### src/hw/ata_sec_pkg.sv
// Constants, register map and carrier types for the security command logic.
// Assumes a single 250 MHz clock and an ATA host controller front end.
package ata_sec_pkg;
	localparam logic [7:0] OP_SET_PW = 8'hF1;
	localparam logic [7:0] OP_UNLOCK = 8'hF2;
	localparam logic [7:0] OP_ERASE_PREP = 8'hF3;
	localparam logic [7:0] OP_ERASE = 8'hF4;
	localparam logic [7:0] OP_FREEZE = 8'hF5;
	localparam logic [7:0] LAST_WORD = 8'hFF;
	localparam logic [7:0] PW_FIRST = 8'h01;
	localparam logic [7:0] PW_LAST = 8'h10;
	localparam int ID_BIT = 0;
	localparam int LEVEL_BIT = 8;
	localparam logic [2:0] ATTEMPTS_INIT = 3'h5;
	localparam logic [7:0] STAT_OK = 8'h50;
	localparam logic [7:0] STAT_ABORT = 8'h51;
	localparam logic [7:0] ERR_NONE = 8'h00;
	localparam logic [7:0] ERR_ABORT = 8'h04;
	localparam int ADDR_W = 5;
	localparam logic [ADDR_W-1:0] REG_CTRL = 5'h00;
	localparam logic [ADDR_W-1:0] REG_STATUS = 5'h04;
	localparam logic [ADDR_W-1:0] REG_IRQ_STAT = 5'h08;
	localparam logic [ADDR_W-1:0] REG_IRQ_MASK = 5'h0C;
	localparam logic CTRL_SEC_RESET = 1'b1;
	localparam logic [1:0] RESP_OKAY = 2'h0;
	localparam logic [1:0] RESP_SLVERR = 2'h2;
	localparam int IRQ_DONE = 0;
	localparam int IRQ_ABORT = 1;
	localparam int IRQ_EXPIRED = 2;
	localparam int IRQ_W = 3;

	typedef struct packed {
		logic valid;
		logic [7:0] opcode;
	} cmd_t;

	typedef struct packed {
		logic valid;
		logic [15:0] data;
	} word_t;

	typedef struct packed {
		logic valid;
		logic abort;
		logic [7:0] status;
		logic [7:0] error;
	} cpl_t;

	typedef logic [15:0][15:0] pw_t;

	typedef enum logic {ST_IDLE, ST_DATA} phase_t;

	typedef struct packed {
		phase_t phase;
		logic [7:0] op;
		logic [7:0] cnt;
		logic ident;
		logic level_req;
		logic mism;
		logic prep_seen;
		logic prep_ok;
		pw_t user_pw;
		pw_t master_pw;
		logic lock_en;
		logic level_max;
		logic locked;
		logic frozen;
		logic [2:0] tries;
		logic sec_en;
		logic [IRQ_W-1:0] irq_stat;
		logic [IRQ_W-1:0] irq_mask;
		logic irq;
		logic cmd_ready;
		logic word_ready;
		cpl_t cpl;
		logic sc_zero;
		logic wear;
		logic erase_go;
		logic awready;
		logic wready;
		logic bvalid;
		logic [1:0] bresp;
		logic arready;
		logic rvalid;
		logic [1:0] rresp;
		logic [31:0] rdata;
	} state_t;
endpackage : ata_sec_pkg

### src/hw/ata_sec_cmd.sv
// Security command logic: set password, unlock, erase unit, freeze lock.
// Assumes the ATA host controller hands over opcodes and 256 payload words.
////////////////////////////////////////////////////////////////////////////////
// Summary of operation
// - Opcodes F1h, F2h, F4h are taken, each followed by one 256-word sector.
// - Erase unit aborts when the supplied password differs from the stored one.
// - Erase unit aborts unless the command just before was erase prepare.
// - Erase sector: word 0 bit 0 picks user/master, words 1-16 the password.
// - Freeze lock sets frozen; frozen rejects set password, unlock and erase.
// - Frozen clears only at power-on or hardware reset.
// - Freeze lock while frozen completes normally and stays frozen.
// - A completed freeze lock loads zero into the sector count register.
// - With security unsupported, freeze lock runs as a wear-level command.
// - Set password sector: bit 0 user/master, bit 8 high/maximum, words 1-16.
// - User at high: store, lock from next hardware reset, user or master unlocks.
// - User at maximum: store, lock from next hardware reset, only user unlocks.
// - Master: store master password, lock enable and level unchanged.
// - Unlock with master compares at high level, is rejected at maximum.
// - Unlock with user compares against the stored user password.
// - Counter starts at five; failed unlock while locked aborts and decrements.
// - At zero, every unlock and erase unit aborts until a reset.
// - Unlock while already unlocked leaves the counter unchanged.
//
// The placing of the registers and register access over AXI4-Lite were chosen for this implementation.
module ata_sec_cmd (
	input wire logic mclk_i,
	input wire logic rst_n_i,
	input wire logic hw_reset_i,
	input wire ata_sec_pkg::cmd_t cmd_i,
	output logic cmd_ready_o,
	input wire ata_sec_pkg::word_t word_i,
	output logic word_ready_o,
	output ata_sec_pkg::cpl_t cpl_o,
	output logic sc_zero_o,
	output logic wear_level_o,
	output logic erase_start_o,
	output logic irq_o,
	input wire logic awvalid_i,
	output logic awready_o,
	input wire logic [ata_sec_pkg::ADDR_W-1:0] awaddr_i,
	input wire logic wvalid_i,
	output logic wready_o,
	input wire logic [31:0] wdata_i,
	input wire logic [3:0] wstrb_i,
	output logic bvalid_o,
	input wire logic bready_i,
	output logic [1:0] bresp_o,
	input wire logic arvalid_i,
	output logic arready_o,
	input wire logic [ata_sec_pkg::ADDR_W-1:0] araddr_i,
	output logic rvalid_o,
	input wire logic rready_i,
	output logic [31:0] rdata_o,
	output logic [1:0] rresp_o
);
	import ata_sec_pkg::*;

	state_t st;
	state_t next_st;
	logic cmd_take;
	logic fin;
	logic abort;
	logic [3:0] idx;
	logic [IRQ_W-1:0] irq_set;
	logic [IRQ_W-1:0] irq_clr;

	////////////////////////////////////////////////////////////////////////////
	always_comb begin
		next_st = st;
		next_st.cpl.valid = 1'b0;
		next_st.sc_zero = 1'b0;
		next_st.wear = 1'b0;
		next_st.erase_go = 1'b0;
		next_st.awready = 1'b0;
		next_st.wready = 1'b0;
		next_st.arready = 1'b0;
		cmd_take = cmd_i.valid && st.cmd_ready;
		fin = st.phase == ST_DATA && word_i.valid && st.cnt == LAST_WORD;
		abort = 1'b0;
		idx = 4'(st.cnt - PW_FIRST);
		irq_set = '0;
		irq_clr = '0;
		unique case (st.phase)
			ST_IDLE: begin
				if (cmd_take) begin
					// prep must be the previous command
					next_st.prep_seen = cmd_i.opcode == OP_ERASE_PREP;
					next_st.prep_ok = st.prep_seen;
					if (cmd_i.opcode == OP_SET_PW || cmd_i.opcode == OP_UNLOCK ||
						cmd_i.opcode == OP_ERASE) begin
						next_st.phase = ST_DATA;
						next_st.op = cmd_i.opcode;
						next_st.cnt = '0;
						next_st.mism = 1'b0;
						next_st.cmd_ready = 1'b0;
						next_st.word_ready = 1'b1;
					end else if (cmd_i.opcode == OP_FREEZE) begin
						next_st.cpl.valid = 1'b1;
						if (st.sec_en) begin
							next_st.frozen = 1'b1;
							next_st.sc_zero = 1'b1;
						end else begin
							next_st.wear = 1'b1;
						end
					end
				end
			end
			ST_DATA: begin
				if (word_i.valid) begin
					next_st.cnt = st.cnt + 8'h01;
					if (st.cnt == '0) begin
						next_st.ident = word_i.data[ID_BIT];
						next_st.level_req = word_i.data[LEVEL_BIT];
					end else if (st.cnt <= PW_LAST) begin
						// Set password writes in place; frozen leaves both untouched
						if (st.op == OP_SET_PW) begin
							if (!st.frozen && st.ident) begin
								next_st.master_pw[idx] = word_i.data;
							end else if (!st.frozen) begin
								next_st.user_pw[idx] = word_i.data;
							end
						end else if (st.ident) begin
							next_st.mism = st.mism || word_i.data != st.master_pw[idx];
						end else begin
							next_st.mism = st.mism || word_i.data != st.user_pw[idx];
						end
					end
				end
				if (fin) begin
					next_st.phase = ST_IDLE;
					next_st.cmd_ready = 1'b1;
					next_st.word_ready = 1'b0;
					next_st.cpl.valid = 1'b1;
					unique case (st.op)
						OP_SET_PW: begin
							abort = st.frozen;
							if (!st.frozen && !st.ident) begin
								next_st.lock_en = 1'b1;
								next_st.level_max = st.level_req;
							end
						end
						OP_UNLOCK: begin
							abort = st.frozen || st.tries == '0 ||
								(st.ident && st.level_max) || st.mism;
							if (!st.frozen && st.tries != '0 && !(st.ident && st.level_max)) begin
								if (st.mism && st.locked) begin
									next_st.tries = st.tries - 3'h1;
								end else if (!st.mism) begin
									next_st.locked = 1'b0;
								end
							end
						end
						default: begin
							abort = st.frozen || st.tries == '0 || !st.prep_ok || st.mism;
							next_st.erase_go = !abort;
						end
					endcase
				end
			end
		endcase
		next_st.cpl.abort = abort;
		next_st.cpl.status = abort ? STAT_ABORT : STAT_OK;
		next_st.cpl.error = abort ? ERR_ABORT : ERR_NONE;
		// hardware reset ends frozen and reloads the counter
		if (hw_reset_i) begin
			next_st.frozen = 1'b0;
			next_st.tries = ATTEMPTS_INIT;
			next_st.locked = st.lock_en;
			next_st.phase = ST_IDLE;
			next_st.cmd_ready = 1'b1;
			next_st.word_ready = 1'b0;
			next_st.prep_seen = 1'b0;
			// Cut phase ends silently
			next_st.cpl.valid = 1'b0;
			next_st.erase_go = 1'b0;
			next_st.sc_zero = 1'b0;
			next_st.wear = 1'b0;
		end
		////////////////////////////////////////////////////////////////////////
		// Register bus: address and data are taken together, answer follows
		if (awvalid_i && wvalid_i && !st.awready && !st.bvalid) begin
			next_st.awready = 1'b1;
			next_st.wready = 1'b1;
		end
		if (st.awready) begin
			next_st.bvalid = 1'b1;
			next_st.bresp = RESP_OKAY;
			unique case (awaddr_i)
				REG_CTRL: begin
					if (wstrb_i[0]) begin
						next_st.sec_en = wdata_i[0];
					end
				end
				REG_IRQ_STAT: begin
					if (wstrb_i[0]) begin
						irq_clr = wdata_i[IRQ_W-1:0];
					end
				end
				REG_IRQ_MASK: begin
					if (wstrb_i[0]) begin
						next_st.irq_mask = wdata_i[IRQ_W-1:0];
					end
				end
				REG_STATUS: begin
				end
				default: next_st.bresp = RESP_SLVERR;
			endcase
		end else if (st.bvalid && bready_i) begin
			next_st.bvalid = 1'b0;
		end
		if (arvalid_i && !st.arready && !st.rvalid) begin
			next_st.arready = 1'b1;
		end
		if (st.arready) begin
			next_st.rvalid = 1'b1;
			next_st.rresp = RESP_OKAY;
			next_st.rdata = '0;
			unique case (araddr_i)
				REG_CTRL: next_st.rdata[0] = st.sec_en;
				REG_STATUS: next_st.rdata[7:0] = {st.tries == '0, st.tries, st.level_max,
					st.lock_en, st.frozen, st.locked};
				REG_IRQ_STAT: next_st.rdata[IRQ_W-1:0] = st.irq_stat;
				REG_IRQ_MASK: next_st.rdata[IRQ_W-1:0] = st.irq_mask;
				default: next_st.rresp = RESP_SLVERR;
			endcase
		end else if (st.rvalid && rready_i) begin
			next_st.rvalid = 1'b0;
		end
		// Sticky events: a set in the clearing cycle wins
		irq_set[IRQ_DONE] = next_st.cpl.valid;
		irq_set[IRQ_ABORT] = next_st.cpl.valid && abort;
		irq_set[IRQ_EXPIRED] = next_st.tries == '0 && st.tries != '0;
		next_st.irq_stat = (st.irq_stat & ~irq_clr) | irq_set;
		next_st.irq = |(next_st.irq_stat & next_st.irq_mask);
	end

	// Passwords only clear at power-on; non-volatile keeping is outside.
	always_ff @(posedge mclk_i) begin
		if (!rst_n_i) begin
			st <= '0;
			st.cmd_ready <= 1'b1;
			st.tries <= ATTEMPTS_INIT;
			st.sec_en <= CTRL_SEC_RESET;
		end else begin
			st <= next_st;
		end
	end

	assign cmd_ready_o = st.cmd_ready;
	assign word_ready_o = st.word_ready;
	assign cpl_o = st.cpl;
	assign sc_zero_o = st.sc_zero;
	assign wear_level_o = st.wear;
	assign erase_start_o = st.erase_go;
	assign irq_o = st.irq;
	assign awready_o = st.awready;
	assign wready_o = st.wready;
	assign bvalid_o = st.bvalid;
	assign bresp_o = st.bresp;
	assign arready_o = st.arready;
	assign rvalid_o = st.rvalid;
	assign rdata_o = st.rdata;
	assign rresp_o = st.rresp;
endmodule : ata_sec_cmd

### config.mk
export PLATFORM = sky130hd
export DESIGN_NAME = ata_sec_cmd
export DESIGN_NICKNAME = d
export VERILOG_FILES = /design/src/hw/ata_sec_pkg.sv /design/src/hw/ata_sec_cmd.sv
export SDC_FILE = /design/constraint.sdc
export NUM_CORES = 1
export LEC_CHECK = 0
export ABC_AREA = 1
export BUFFER_PORTS_ARGS = -buffer_cell sky130_fd_sc_hd__buf_2
export CAP_MARGIN = 20
export CORE_ASPECT_RATIO = 0.8
export CORE_MARGIN = 2
export CORE_UTILIZATION = 54
export DETAILED_ROUTE_END_ITERATION = 12
export PLACE_DENSITY = 0.68
export SETUP_SLACK_MARGIN = 0.2
export SYNTH_ARGS = -nofsm -noshare
export SYNTH_HDL_FRONTEND = slang
export SYNTH_SLANG_ARGS = --single-unit
### constraint.sdc
create_clock -name mclk_i -period 3.3 [get_ports mclk_i]
set_input_delay 0.495 -clock mclk_i [delete_from_list [all_inputs] [get_ports mclk_i]]
set_output_delay 0.495 -clock mclk_i [all_outputs]
set_load 0.05 [all_outputs]
==> metrics.txt <==
fin crit share=88.45%; Pwr Total=13830 µW; highest-count cells in the layout ignoring fill and taps=nand2_1, dfxtp_1, a21oi_1, nand3_1, nor2_1; Data arrival, critical path=3370 ps; PwrDens=471.4 nW/µm²; LEAKAGE=0.01108 µW; syn avg cell area=7.344 µm²; DR iter-0 viols=2784; GPL Wtd Cong=0.9346; Final setup viols=0; initial antenna violation count=1; Finished Cell Area=29340 µm²; filler-free cell count of the finished design=4305; Cell Area, Placed=27440 µm²; Ys Warns=0; Slew HR=33.15%; Post-Syn Instances=3710; DRC Markers=0; Period minus WS final=2919 ps; Final Hold Viols=0; required time worst endpoint=3760 ps; Seq/Total Area, Yosys=41.95%; gr ovfl total=0; RSZ-0062 raised after global routing=yes; Root Buffer=clkbuf_16; CP cell instances=buf_4 > buf_12 > ha_1 > inv_1 > nor2_1 > inv_1 > nor2_2 > a21oi_1; Worst Hold Class=in2reg; via count=24620; CP Launch Type=register; final worst slack=381.0 ps; worst-margin pin slew=1003 ps; setup tns final=0 ps; Core ar.=49780 µm²; clock sinks=571; Starting Density=54.73%; Peak supply drop=0.4093 mV; H-tree Lvls=2; Routed WL=86.01 mm; Post-Place Setup Slack=326.7 ps; commonest non-fill, non-tap cell in the layout=nand2_1; clock share of power=45.7%; EDFF count, synth=0; combinational fraction of design power=4.4%; cell mode on critical path=inv_1; first-pass GRT wire length=129.1 mm; num ports=145; CTS tree=built; CTS max path bufs=3; Die H=204.9 µm; flop and latch count out of synthesis=571; 1st-pass router iterations=8; max reg flops=548; worst-case reg-to-reg path depth=8; Slowest-stage cell, CP=nor2_2; CP max stage delay=710 ps; vias in the first global route=22490; ANT nets after route=0; clock slew seen by the registers of the worst setup and hold paths=60 ps; CP endpoint kind=register; P&R area growth vs syn=7.692%; Seq pwr share=49.9%; switch share=23.68%; filler cell count=4521; Biggest register=st; layout cells sized above 1=14.47%; Worst Skew=23.03 ps; Clk Latency, worst-skew pair=620 ps; Placed Cells incl. Taps=4198; worst hold path depth=3; Max Fclk=342.6 MHz; largest net degree at the start of global routing=206; Internal=10560 µW; DR vias/cell=5.719; Final Slew Violations=0; Worst Path Class, Setup=reg2reg; CTS Buf Count=56; synth unique cells=43; Port Buf Inserts=74; Post-layout nets=3676; wire per inst=19.98 µm; DPL Wire Length=51.24 mm; Top FF cell, synth=dfxtp_1; # rows=73; Max FO, Critical Path=102; Syn Std Cell Area=27250 µm²; Max Cap Violations=0; die area=52280 µm²; Async SR Flop Fraction=0%; All-Layer GR Usage=31.84%; die width=255.1 µm; status=finished clean; Switch Pwr=3275 µW
power groups by stage:
stage / combinational, µW / clock, µW / sequential [µW]
2_1_floorplan: 410 / 0 / 7070
3_3_place_gp: 583 / 0 / 7060
3_5_place_dp: 594 / 0 / 7060
4_1_cts: 595 / 6380 / 6900
5_1_grt: 634 / 6640 / 6900
6_report: 611 / 6320 / 6900
area by class of cell:
type	instances	area, µm²	area share, %
Antenna cell	1	2.502	0.008528
Clock buffer	89	1697	5.782
Clock inverter	9	75.07	0.2559
Inverter	164	636.9	2.170
Multi-Input combinational cell	2642	13390	45.65
Sequential cell	571	11440	38.97
Tap cell	675	844.6	2.878
Timing Repair Buffer	154	1256	4.281
synth_stat cells (all sizes together), types with 5 or more instances:
| cell type | number | area (µm²) |
|---|---|---|
| nand4 | 8 | 50.05 |
| dfxtp | 571 | 11430 |
| o211ai | 5 | 37.54 |
| nand2 | 1068 | 4019 |
| clkbuf | 158 | 593.1 |
| inv | 162 | 608.1 |
| nor2 | 327 | 1703 |
| nand3 | 301 | 1511 |
| nor3 | 18 | 116.4 |
| buf | 215 | 1403 |
| a21oi | 321 | 1607 |
| ha | 7 | 87.58 |
| o21ai | 305 | 1526 |
| a211oi | 225 | 2405 |
kinds of logic after synthesis:
group           synth area share, %
simple gates                  27.39
compound gates                20.60
flops                         41.95
buf+inv                       9.584
fa+ha+maj                    0.3214
xor+xnor                    0.09645
other cells                 0.01376
mux                         0.04133
layer usage:
| metal | global-route usage (%) | wire, µm | vias to the layer above |
|---|---|---|---|
| met5 | 0 | 0 | - |
| met4 | 11.24 | 2680 | 0 |
| met3 | 6.137 | 7384 | 137 |
| met2 | 51.15 | 38750 | 965 |
| met1 | 42.66 | 37200 | 11630 |
| li1 | - | - | 11890 |
per-stage QoR:
| step | hold slack (ps) | utilization (%) |
|---|---|---|
| detailed placement | 436.3 | 55.11 |
| CTS | 100.6 | 58.67 |
| global placement | 425.1 | 55.11 |
| floorplan | 413.3 | - |
| global route | 115.3 | 58.94 |
| finish | 130.3 | 58.94 |
critical path: cells and delay by family (launching register included):
kind	cells	cell delay [ps]
adders and majority gates	1	230
DFF	1	370
AOI/OAI and AO/OA	1	160
buffers and inverters	4	1100
and+or+nand+nor	2	890
what timing repair did:
action	4_1_cts	5_1_grt
resized for setup	0	10
setup endpoints to repair	0	266
setup buffers	0	3
hold buffers	0	0
path summary, 6_finish.rpt:
path	slack (ps)	end	from
setup / recovery	380	st[211]	st[596]
hold / removal	130	arready_o	arvalid_i
setup reg to reg	380	st[211]	st[596]
hold reg to reg	450	st[269]	st[269]
Power figures use the tool's default switching activity.
